`src/timer_params.svh`:
```
// register map, field positions and reset values of the timer block
`ifndef TIMER_PARAMS_SVH
`define TIMER_PARAMS_SVH

// register indices; byte address on the bus is four times the index
`define IDX_T1_COUNT_LOW 8'h18
`define IDX_T2_CONTROL 8'h19
`define IDX_T2_RELOAD_HIGH 8'h1a
`define IDX_T2_RELOAD_LOW 8'h1b
`define IDX_T2_COUNT_HIGH 8'h1c
`define IDX_T2_COUNT_LOW 8'h1d
`define IDX_T3_CONTROL 8'h1e
`define IDX_T3_RELOAD_HIGH 8'h1f
`define IDX_T3_RELOAD_LOW 8'h20
`define IDX_IRQ_STATUS 8'h30

// control byte: bits 6 and 2 are reserved and read zero
`define CONTROL_WRITE_MASK 8'hbb
`define CONTROL_RESET 8'h00
`define RELOAD_RESET 8'h00
`define IRQ_BIT_SECOND 0
`define IRQ_BIT_THIRD 1

// start-mode encodings
`define START_NONE 2'h0
`define START_AFTER_TX 2'h1
`define START_TRIM_NO_UFLOW 2'h2
`define START_TRIM_UFLOW 2'h3

// clock-select encodings
`define CLK_CARRIER 2'h0
`define CLK_DIV212 2'h1
`define CLK_TIMER0_UFLOW 2'h2
`define CLK_TIMER1_UFLOW 2'h3

`endif

```
`src/timer_pkg.sv`:
```
// types shared by the timer block
package timer_pkg;

   typedef struct packed {
      logic stop_on_receive;
      logic reserved_6;
      logic [1:0] start_mode;
      logic auto_restart;
      logic reserved_2;
      logic [1:0] clock_select;
   } control_type;

   typedef struct packed {
      logic tx_done;
      logic rx_nibble;
      logic osc_rise;
   } events_type;

   typedef enum logic {
      IDLE = 1'b0,
      RUN = 1'b1
   } state_type;

endpackage

```
`src/reader_timer_block.sv`:
```
// second and third down timers with their register file on avalon-mm
// Function
// [RULE1] stop-on-receive set: halt count once first 4 received bits arrive
// [RULE2] stop-on-receive has no effect while slow-oscillator trimming
// [RULE3] start mode 00 never auto starts; 01 starts after transmission
// [RULE4] modes 10/11 trim, without/with underflow, start/stop on rising edge
// [RULE5] auto-restart reloads at zero and continues; otherwise stops
// [RULE6] every underflow sets the second timer interrupt flag
// [RULE7] clock select: carrier, 212 kHz, timer0 or timer1 underflow
// [RULE8] each start loads the 16-bit reload value from both bytes
// [RULE9] reload writes leave a running count alone until next start
// [RULE10] live count readable as high/low bytes; avoid during reception
// [RULE11] first timer count low byte readable live
// [RULE12] third timer has the same start, stop and restart behaviour
// [RULE13] one decrement per tick; underflow is a one-cycle pulse
//
// Our own choice: the Avalon-MM interface to the registers.
`timescale 1ns/100ps
`default_nettype none
`include "timer_params.svh"

module reader_timer_block (
   // clock and reset
   input wire logic clk,
   input wire logic rst_n,
   // avalon-mm slave, byte address
   input wire logic [7:0] address,
   input wire logic read,
   input wire logic write,
   input wire logic [31:0] writedata,
   input wire logic [3:0] byteenable,
   output logic [31:0] readdata,
   output logic waitrequest,
   // count clock pulses and neighbouring timers
   input wire logic carrier_tick,
   input wire logic div212_tick,
   input wire logic timer0_underflow,
   input wire logic timer1_underflow,
   input wire logic [15:0] first_count,
   // frame events and trimmed oscillator level
   input wire logic tx_done,
   input wire logic rx_nibble,
   input wire logic slow_oscillator,
   // timer state
   output logic second_timer_irq_flag,
   output logic third_timer_irq_flag,
   output logic second_underflow,
   output logic third_underflow,
   output logic second_running,
   output logic third_running
);

   timer_pkg::control_type t2_ctrl_reg;
   timer_pkg::control_type t3_ctrl_reg;
   timer_pkg::events_type events;
   logic [7:0] t2_reload_high_reg;
   logic [7:0] t2_reload_low_reg;
   logic [7:0] t3_reload_high_reg;
   logic [7:0] t3_reload_low_reg;
   logic [15:0] t2_count;
   logic [15:0] t3_count;
   logic [3:0] tick_sources;
   logic osc_rise;
   logic ack_reg;
   logic [31:0] readdata_reg;
   logic [31:0] rdata_next;
   logic wr_take;
   logic [1:0] irq_set;
   logic [1:0] irq_clear;
   logic [1:0] irq_reg;

   function automatic logic [7:0] byte_addr(input logic [7:0] idx);
      byte_addr = {idx[5:0], 2'b00};
   endfunction

   function automatic logic [7:0] masked_ctrl(input logic [7:0] data);
      masked_ctrl = data & `CONTROL_WRITE_MASK;
   endfunction

   rise_detect osc_edge (
      .clk(clk),
      .rst_n(rst_n),
      .level(slow_oscillator),
      .rise(osc_rise)
   );

   // clock-select index order is the field encoding
   assign tick_sources = {timer1_underflow, timer0_underflow,
      div212_tick, carrier_tick}; // [RULE7]
   assign events = '{tx_done: tx_done, rx_nibble: rx_nibble,
      osc_rise: osc_rise};

   count_timer second_timer (
      .clk(clk),
      .rst_n(rst_n),
      .ctrl(t2_ctrl_reg),
      .reload({t2_reload_high_reg, t2_reload_low_reg}), // [RULE8]
      .tick_sources(tick_sources),
      .events(events),
      .count_reg(t2_count),
      .underflow_reg(second_underflow),
      .running(second_running)
   );

   count_timer third_timer (
      .clk(clk),
      .rst_n(rst_n),
      .ctrl(t3_ctrl_reg),
      .reload({t3_reload_high_reg, t3_reload_low_reg}),
      .tick_sources(tick_sources),
      .events(events),
      .count_reg(t3_count),
      .underflow_reg(third_underflow),
      .running(third_running)
   ); // [RULE12]

   // one wait state: data is captured on the first edge and shown next
   assign waitrequest = (read || write) && !ack_reg;
   assign readdata = readdata_reg;
   assign wr_take = write && ack_reg && byteenable[0];

   always_ff @(posedge clk or negedge rst_n)
   begin
      if (!rst_n)
         ack_reg <= 1'b0;
      else
         ack_reg <= (read || write) && !ack_reg;
   end

   always_comb
   begin
      rdata_next = 32'h0000_0000;
      unique case (address)
         byte_addr(`IDX_T1_COUNT_LOW):
            rdata_next[7:0] = first_count[7:0]; // [RULE11]
         byte_addr(`IDX_T2_CONTROL):
            rdata_next[7:0] = t2_ctrl_reg;
         byte_addr(`IDX_T2_RELOAD_HIGH):
            rdata_next[7:0] = t2_reload_high_reg;
         byte_addr(`IDX_T2_RELOAD_LOW):
            rdata_next[7:0] = t2_reload_low_reg;
         byte_addr(`IDX_T2_COUNT_HIGH):
            rdata_next[7:0] = t2_count[15:8]; // [RULE10]
         byte_addr(`IDX_T2_COUNT_LOW):
            rdata_next[7:0] = t2_count[7:0]; // [RULE10]
         byte_addr(`IDX_T3_CONTROL):
            rdata_next[7:0] = t3_ctrl_reg;
         byte_addr(`IDX_T3_RELOAD_HIGH):
            rdata_next[7:0] = t3_reload_high_reg;
         byte_addr(`IDX_T3_RELOAD_LOW):
            rdata_next[7:0] = t3_reload_low_reg;
         byte_addr(`IDX_IRQ_STATUS):
            rdata_next[1:0] = irq_reg;
         default:
            rdata_next = 32'h0000_0000;
      endcase
   end

   always_ff @(posedge clk or negedge rst_n)
   begin
      if (!rst_n)
         readdata_reg <= 32'h0000_0000;
      else if (read && !ack_reg)
         readdata_reg <= rdata_next;
   end

   // control bytes; reserved bits are never stored
   always_ff @(posedge clk or negedge rst_n)
   begin
      if (!rst_n)
      begin
         t2_ctrl_reg <= `CONTROL_RESET;
         t3_ctrl_reg <= `CONTROL_RESET;
      end
      else if (wr_take)
      begin
         if (address == byte_addr(`IDX_T2_CONTROL))
            t2_ctrl_reg <= masked_ctrl(writedata[7:0]);
         if (address == byte_addr(`IDX_T3_CONTROL))
            t3_ctrl_reg <= masked_ctrl(writedata[7:0]);
      end
   end

   // reload bytes feed the counter at a start event and at an auto-restart reload
   always_ff @(posedge clk or negedge rst_n)
   begin
      if (!rst_n)
      begin
         t2_reload_high_reg <= `RELOAD_RESET;
         t2_reload_low_reg <= `RELOAD_RESET;
         t3_reload_high_reg <= `RELOAD_RESET;
         t3_reload_low_reg <= `RELOAD_RESET;
      end
      else if (wr_take)
      begin
         if (address == byte_addr(`IDX_T2_RELOAD_HIGH))
            t2_reload_high_reg <= writedata[7:0]; // [RULE9]
         if (address == byte_addr(`IDX_T2_RELOAD_LOW))
            t2_reload_low_reg <= writedata[7:0]; // [RULE9]
         if (address == byte_addr(`IDX_T3_RELOAD_HIGH))
            t3_reload_high_reg <= writedata[7:0];
         if (address == byte_addr(`IDX_T3_RELOAD_LOW))
            t3_reload_low_reg <= writedata[7:0];
      end
   end

   // write one to clear; a same-cycle underflow keeps the flag set
   assign irq_set = {third_underflow, second_underflow};
   assign irq_clear = (wr_take && address == byte_addr(`IDX_IRQ_STATUS)) ?
      writedata[1:0] : 2'b00;

   always_ff @(posedge clk or negedge rst_n)
   begin
      if (!rst_n)
         irq_reg <= 2'b00;
      else
         irq_reg <= irq_set | (irq_reg & ~irq_clear); // [RULE6]
   end

   assign second_timer_irq_flag = irq_reg[`IRQ_BIT_SECOND];
   assign third_timer_irq_flag = irq_reg[`IRQ_BIT_THIRD];
endmodule

`default_nettype wire

```
`src/rise_detect.sv`:
```
// rising-edge detector for a synchronous level
`timescale 1ns/100ps
`default_nettype none

module rise_detect (
   // clock and reset
   input wire logic clk,
   input wire logic rst_n,
   // level in, edge out
   input wire logic level,
   output logic rise
);

   logic prev_reg;

   always_ff @(posedge clk or negedge rst_n)
   begin
      if (!rst_n)
         prev_reg <= 1'b0;
      else
         prev_reg <= level;
   end

   assign rise = level & ~prev_reg;

endmodule

`default_nettype wire

```
`src/count_timer.sv`:
```
// one 16-bit down-counting timer with auto start, stop and reload
`timescale 1ns/100ps
`default_nettype none
`include "timer_params.svh"

module count_timer (
   // clock and reset
   input wire logic clk,
   input wire logic rst_n,
   // configuration
   input wire timer_pkg::control_type ctrl,
   input wire logic [15:0] reload,
   // count clock candidates, indexed by clock_select
   input wire logic [3:0] tick_sources,
   input wire timer_pkg::events_type events,
   // state
   output logic [15:0] count_reg,
   output logic underflow_reg,
   output logic running
);

   timer_pkg::state_type state_reg;
   logic trim;
   logic tick;
   logic start_ev;
   logic trim_stop;
   logic rx_stop;
   logic zero_hit;
   logic uflow;
   logic hold_zero;

   assign running = (state_reg == timer_pkg::RUN);
   assign trim = ctrl.start_mode[1];
   assign tick = tick_sources[ctrl.clock_select];
   assign start_ev = !running &&
      ((ctrl.start_mode == `START_AFTER_TX && events.tx_done) ||
       (trim && events.osc_rise)); // [RULE3] [RULE4]
   assign trim_stop = running && trim && events.osc_rise; // [RULE4]
   // receive stop is masked while trimming
   assign rx_stop = running && ctrl.stop_on_receive && !trim &&
      events.rx_nibble; // [RULE1] [RULE2]
   assign zero_hit = running && tick && count_reg == 16'h0000;
   // trimming without underflow parks at zero until the closing edge
   assign hold_zero = ctrl.start_mode == `START_TRIM_NO_UFLOW;
   assign uflow = zero_hit && !hold_zero;

   always_ff @(posedge clk or negedge rst_n)
   begin
      if (!rst_n)
         state_reg <= timer_pkg::IDLE;
      else if (start_ev)
         state_reg <= timer_pkg::RUN;
      else if (trim_stop || rx_stop)
         state_reg <= timer_pkg::IDLE; // [RULE1]
      else if (uflow && !ctrl.auto_restart)
         state_reg <= timer_pkg::IDLE; // [RULE5]
   end

   always_ff @(posedge clk or negedge rst_n)
   begin
      if (!rst_n)
         count_reg <= 16'h0000;
      else if (start_ev)
         count_reg <= reload; // [RULE8] [RULE9]
      else if (uflow && ctrl.auto_restart)
         count_reg <= reload; // [RULE5]
      else if (running && tick && !rx_stop && !trim_stop && !zero_hit)
         count_reg <= count_reg - 16'h0001; // [RULE13]
   end

   always_ff @(posedge clk or negedge rst_n)
   begin
      if (!rst_n)
         underflow_reg <= 1'b0;
      else
         underflow_reg <= uflow; // [RULE13]
   end
endmodule

`default_nettype wire

```
`config.mk`:
```
export PLATFORM = sky130hd
export DESIGN_NAME = reader_timer_block
export DESIGN_NICKNAME = d
export VERILOG_FILES = /design/src/timer_pkg.sv /design/src/reader_timer_block.sv /design/src/rise_detect.sv /design/src/count_timer.sv
export VERILOG_INCLUDE_DIRS = /design/src
export SDC_FILE = /design/constraint.sdc
export NUM_CORES = 1
export LEC_CHECK = 0
export BUFFER_PORTS_ARGS = -buffer_cell sky130_fd_sc_hd__buf_4
export CELL_PAD_IN_SITES_DETAIL_PLACEMENT = 1
export CELL_PAD_IN_SITES_GLOBAL_PLACEMENT = 2
export CORE_MARGIN = 2
export CORE_UTILIZATION = 36
export CTS_CLUSTER_SIZE = 16
export DETAILED_ROUTE_END_ITERATION = 7
export GPL_TIMING_DRIVEN = 0
export PLACE_DENSITY = 0.8
export SKIP_CTS_REPAIR_TIMING = 1
export SYNTH_ARGS = -nofsm -noshare
export SYNTH_HDL_FRONTEND = slang
export SYNTH_HIERARCHICAL = 1
export SYNTH_SLANG_ARGS = --single-unit
export TNS_END_PERCENT = 30
```
`constraint.sdc`:
```
create_clock -name clk -period 2.9 [get_ports clk]
set_input_delay 0.145 -clock clk [delete_from_list [all_inputs] [get_ports clk]]
set_output_delay 0.145 -clock clk [all_outputs]
set_load 0.005 [all_outputs]
```
==> results of run 1 <==
## critical path: cells and delay by family (launching register included)
kind / cells / cell delay, ns
AOI/OAI and AO/OA: 3 / 0.69
DFF: 1 / 0.44
and+or+nand+nor: 2 / 1.02
buffers and inverters: 2 / 0.43
## metal layers
| layer | routed length [um] | vias up | GRT usage, % |
|---|---|---|---|
| li1 | - | 2119 | - |
| met1 | 8859 | 2399 | 34.05 |
| met2 | 8175 | 138 | 34.64 |
| met3 | 796 | 25 | 3.410 |
| met4 | 431 | 0 | 7.737 |
| met5 | 0 | - | 0 |
## worst paths after layout
path | cells past startpoint | from | to
setup / recovery | 7 | second_timer/count_reg[10]$_DFFE_PN0P_ | second_timer/count_reg[10]$_DFFE_PN0P_
hold / removal | 1 | rst_n | osc_edge/prev_reg$_DFF_PN0_
setup reg to reg | 7 | second_timer/count_reg[10]$_DFFE_PN0P_ | second_timer/count_reg[10]$_DFFE_PN0P_
hold reg to reg | 1 | ack_reg$_DFF_PN0_ | ack_reg$_DFF_PN0_
max in group asynchronous | 1 | rst_n | readdata[6]$_DFFE_PN0P_
min in group clk | 2 | writedata[2] | t3_reload_low_reg[2]$_DFFE_PN0P_
## logic make-up after synthesis
| family | after synthesis | synth area share [%] |
|---|---|---|
| xor gates and xnor gates | 2 | 0.3138 |
| muxes | 71 | 15.37 |
| buffers and inverters | 56 | 6.006 |
| AOI/OAI and AO/OA | 107 | 15.96 |
| adders and majority gates | 4 | 0.8965 |
| DFF | 92 | 41.24 |
| other | 1 | 0.06717 |
| and+or+nand+nor | 182 | 20.15 |
## per-stage QoR
step | power [mW] | cell area [sq um] | hold WS (ns)
2_1_floorplan | 2.840 | 5669 | -0.1506
3_3_place_gp | 3.296 | 6272 | 0.2696
3_5_place_dp | 3.352 | 6272 | 0.2670
4_1_cts | 4.591 | 6568 | -0.09737
5_1_grt | 4.873 | 6586 | 0.07731
6_report | 4.588 | 6586 | 0.02559
## cell usage after synthesis, drive strengths merged, types with 4 or more instances
master	number
nand2	37
a22oi	5
or3b	4
o22ai	6
and4	6
nand4b	5
nor4	10
inv	6
o211ai	11
o2bb2ai	5
and2	9
nand3	7
a21oi	9
nand3b	11
and3	4
or4	7
buf	43
ha	4
o21ai	7
nand2b	8
nor4b	5
a22o	4
a221o	20
mux2i	13
nand4	12
o311ai	10
dfrtp	92
clkbuf	7
nor2	33
mux2	54
mux4	4
nor3	8
o31ai	7
## power breakdown
group	internal (mW)	switching [mW]	total (mW)
Clock	0.692	0.531	1.22
Sequential	1.50	0.325	1.82
Combinational	0.675	0.865	1.54
## area by class of cell
class,count,area [sq um]
Sequential cell,92,2302
Buffer,50,315.3
Tap cell,188,235.2
Fill cell,1698,8616
Timing Repair Buffer,50,377.9
Inverter,6,22.52
Clock inverter,4,48.80
Multi-Input combinational cell,390,3038
Clock buffer,12,246.5
==> results.md, run 1 <==
* Drt total wl at 18,260 um
* Asr flop ratio synth at 100.0%
* H-tree depth at 3
* Total I/O pin count at 110
* Initial Util at 36.72%
* Worst Setup End Kind: flop
* CP Data Required Time at 3.14 ns
* DPL Wire Length at 13,660 um
* Post-Route Utilization at 43.33%
* Critical path type: flop to flop
* CP cell instances: nor4_2 -> and4_1 -> buf_2 -> a31o_2 -> buf_2 -> o21ai_0 -> a221o_1
* Clk slew on worst S/H paths at 0.07 ns
* Post-route ant nets at 0
* Max-slew violations at 0
* Commonest non-fill, non-tap cells in the layout: 92 x dfrtp_1, 76 x buf_4, 46 x mux2_2, 35 x nand2_1, 30 x nor2_1
* Initial antenna violation count at 1
* Synth warn at 6
* Grt total ovfl at 0
* R2r setup slk at 0.21 ns
* Root Driver: clkbuf_16
* RSZ-0062 raised after global routing: no
* Number of global-route vias before repair at 4,812
* TNS Setup at 0 ns
* Core area at 0.01520 sq mm
* CTS tree: yes
* Via density at 5.910
* Worst VDD drop at 296.2 uV
* Row Count at 45
* Max-Cap Viols at 0
* Worst Path Max Fanout at 10
* Die width at 128.5 um
* Layout area overhead at 17.97%
* Worst slew margin at 20.72%
* Hold Fails Final Rpt at 0
* Share of Yosys cell area claimed by the top area cell type at 41.24%
* #FFs+latches synth at 92
* Final net count at 674
* Commonest non-fill, non-tap cell in the layout: dfrtp_1
* Tcrit/Tclk final at 92.65%
* DR iter-0 viols at 293
* Detailed Routing Iterations Pass 1 at 5
* CP dominant cell by count: buf_2
* Place WS at 0.1117 ns
* Inst Count DP at 775
* Vias at 4,681
* Layout Cells excl Fill at 792
* Setup violators final at 0
* Die Area at 0.01652 sq mm
* Fin Clk Skew at 0.005344 ns
* Outcome: complete, no violations
* Inserted Clock Buffers at 9
* Post-route setup slack at 0.2130 ns
* PwrDens at 696.5 mW/mm^2
* Die H at 128.5 um
* Yosys top cell by area: dfrtp_1
* Top post-synthesis cells by area: dfrtp_1 41%, mux2_2 9.3%, buf_4 3.6%, a221o_1 3.6%, nand2_1 2.4%
* Crit start category: flop
* Period minus WS final at 2.687 ns
* Syn Inst Count at 515
* Slowest cell delay on critical path at 0.70 ns
* Largest net degree at the start of global routing at 93
* IO buf count at 49
* Commonest register cell after synthesis: dfrtp_1
* Post-synthesis average cell area at 10.84 sq um
* Clock buffer depth at 2
* Final Wtd Congestion at 0.9152
* Post-synth EDFFs at 0
* Seq/Total Area, Yosys at 41.24%
* Layout cells sized above 1 at 31.62%
* Leak at 3.020 nW
* Global-route wire length before repair at 28,570 um
* Yosys cell types at 74
* Remaining DRCs at 0
* # diodes at 0
* Clock sinks at 92
* Fmax at 372.2 MHz
* GRT Overall Usage at 23.02%
* Data arrival, critical path at 2.92 ns
* Clock Latency Late Sink at 0.35 ns
* CP max stage cell: nor4_2
* Tightest Pin Transition at 1.189 ns
* DR WL/cell at 23.06 um
* Synthesized area at 0.005583 sq mm
* Worst hold path class: primary input to async pin
Note: power is estimated with default switching activity, not from simulation.
==> inputs of run 2 (changes only) <==
- CORE_MARGIN: 2 -> 1.5
==> run 2 against run 1 <==
Sequential power about the same. Sequential cell count unchanged. Final cell count unchanged. Combinational power about the same. Total power increased by 1.9%. Clock power increased by 7%. Wire length decreased by 1.5%. Sequential share of layout area decreased by 0.12 points. Global-route usage about the same. Clock-buffer cell count unchanged. Die area decreased by 1.6%. Highest routed layer unchanged.
==> results.md, run 2 (synthesized netlist as in run 1, its figures left out) <==
* Outcome: complete, no violations
* Row Count at 45 (unchanged)
* Post-Route Utilization at 43.63% (+0.31 points)
* CP Launch Point: second_timer/count_reg[10]$_DFFE_PN0P_
* Worst Path Max Fanout at 10 (unchanged)
* RSZ-0062 raised after global routing: no
* Layout Cells excl Fill at 792 (unchanged)
* Global-route wire length before repair at 28,230 um (-1.2%)
* Clock buffer depth at 2 (unchanged)
* Detailed Routing Iterations Pass 1 at 5 (unchanged)
* Sw frac at 36.78% (-0.74 points)
* Layout cells sized above 1 at 31.46% (-0.17 points)
* Root Driver: clkbuf_16
* H-tree depth at 3 (unchanged)
* Max-slew violations at 0 (unchanged)
* CTS tree: yes
* Drt total wl at 17,990 um (-1.5%)
* Commonest non-fill, non-tap cells in the layout: 92 x dfrtp_1, 76 x buf_4, 46 x mux2_2, 35 x nand2_1, 30 x nor2_1
* CP max stage cell: nor4_2
* Fin Hold WS at 0.02865 ns (+0.003054 ns)
* Net Sw Power at 1.720 mW (about the same)
* Leak at 3.024 nW (+0.12%)
* Die Area at 0.01626 sq mm (-1.6%)
* Data arrival, critical path at 2.90 ns (-0.02 ns)
* Worst slew margin at 18.48% (-2.2 points)
* Inserted Clock Buffers at 9 (unchanged)
* Setup violators final at 0 (unchanged)
* CP cell instances: nor4_2 -> nand4_1 -> nand2_1 -> clkbuf_1 -> nor4_1 -> a221o_1
* Number of global-route vias before repair at 4,854 (+0.87%)
* Inst Count DP at 775 (unchanged)
* Hold Fails Final Rpt at 0 (unchanged)
* Via density at 5.995 (+1.4%)
* Commonest non-fill, non-tap cell in the layout: dfrtp_1
* Final Wtd Congestion at 0.8831 (-3.5%)
* Remaining DRCs at 0 (unchanged)
* Worst reg2reg path depth at 6 (-1)
* Largest net degree at the start of global routing at 93 (unchanged)
* Crit start category: flop
* Tcrit/Tclk final at 92.18% (-0.47 points)
* Post-route setup slack at 0.2267 ns (+0.01373 ns)
* Clock Latency Late Sink at 0.35 ns (about the same)
* Combinational power share at 33.3% (-0.3 points)
* Final Instance Area at 0.006609 sq mm (+0.34%)
* Clk slew on worst S/H paths at 0.07 ns (about the same)
* CP Data Required Time at 3.13 ns (about the same)
* Slowest cell delay on critical path at 0.65 ns (-0.05 ns)
* Worst Setup End Kind: flop
* Power Total at 4.675 mW (+1.9%)
* DR WL/cell at 22.72 um (-1.5%)
* Max-Cap Viols at 0 (unchanged)
* GRT Overall Usage at 23.02% (about the same)
* Power Internal at 2.956 mW (+3.1%)
* Placed Area at 0.006272 sq mm (unchanged)
* Worst VDD drop at 307.9 uV (+3.9%)
* DPL Wire Length at 13,490 um (-1.3%)
* Core area at 0.01515 sq mm (-0.37%)
* Worst hold path class: primary input to async pin
* Period minus WS final at 2.673 ns (-0.01373 ns)
* Die width at 127.5 um (-0.78%)
* Clock share of power at 27.8% (+1.1 points)
* Die H at 127.5 um (-0.78%)
* Fin Clk Skew at 0.005930 ns (+0.0005860 ns)
* DR iter-0 viols at 400 (+37%)
* Final net count at 674 (unchanged)
* Initial Util at 36.86% (+0.14 points)
* Fmax at 374.1 MHz (+0.51%)
* Grt total ovfl at 0 (unchanged)
* Tightest Pin Transition at 1.223 ns (+0.03363 ns)
* Reg-to-reg critical path startpoint: second_timer/count_reg[10]$_DFFE_PN0P_
* Vias at 4,748 (+1.4%)
* Critical path type: flop to flop
* Total I/O pin count at 110 (unchanged)
* PwrDens at 707.5 mW/mm^2 (+1.6%)
* # diodes at 0 (unchanged)
* Place WS at 0.1996 ns (+0.08792 ns)
* IO buf count at 49 (unchanged)
* Clock sinks at 92 (unchanged)
* Post-route ant nets at 0 (unchanged)
* Initial antenna violation count at 0 (-1)
* Sequential power share at 39.0% (-0.8 points)
* Layout area overhead at 18.38%
* TNS Setup at 0 ns (unchanged)
-- run 2: changes by cell type in the layout (fill, tap and decap cells not counted), sizes merged --
cell	change
bufinv	+1
clkinv	-2
clkinvlp	+1
-- run 2: layout make-up --
class                           count  area (sq um)
Tap cell                          188         235.2
Inverter                            6         22.52
Clock buffer                       12         246.5
Multi-Input combinational cell    390          3038
Timing Repair Buffer               50         377.9
Fill cell                        1680          8537
Clock inverter                      4         72.57
Sequential cell                    92          2302
Buffer                             50         314.1
-- run 2: worst paths after layout --
kind,end,slack [ns]
min reg2reg,ack_reg$_DFF_PN0_,0.46
min in group clk,t3_reload_low_reg[6]$_DFFE_PN0P_,0.07
max in group asynchronous,t2_reload_low_reg[6]$_DFFE_PN0P_,2.08
max,second_timer/count_reg[5]$_DFFE_PN0P_,0.23
min,second_timer/running$_DFFE_PN0P_,0.03
max reg2reg,second_timer/count_reg[5]$_DFFE_PN0P_,0.23
-- run 2: power groups by stage --
stage	clock [mW]	combinational [mW]	sequential (mW)
3_5_place_dp	0	1.52	1.83
2_1_floorplan	0	1.12	1.72
5_1_grt	1.38	1.71	1.85
6_report	1.30	1.55	1.82
4_1_cts	1.33	1.53	1.81
3_3_place_gp	0	1.47	1.82
-- run 2: per-layer routing --
layer  global-route usage [%]  share of wire (%)  up-vias
met5                        0                  0        -
met4                    7.620                1.7        0
met3                    3.392                5.0       19
met2                    35.14                 45      166
met1                    33.50                 48     2442
li1                         -                  -     2121
-- run 2: worst max-delay path, delay by kind of cell, from the launching register on --
| kind | cells | cell delay (ns) |
|---|---|---|
| flops | 1 | 0.42 |
| simple gates | 4 | 1.40 |
| compound gates | 1 | 0.30 |
| buf+inv | 1 | 0.43 |
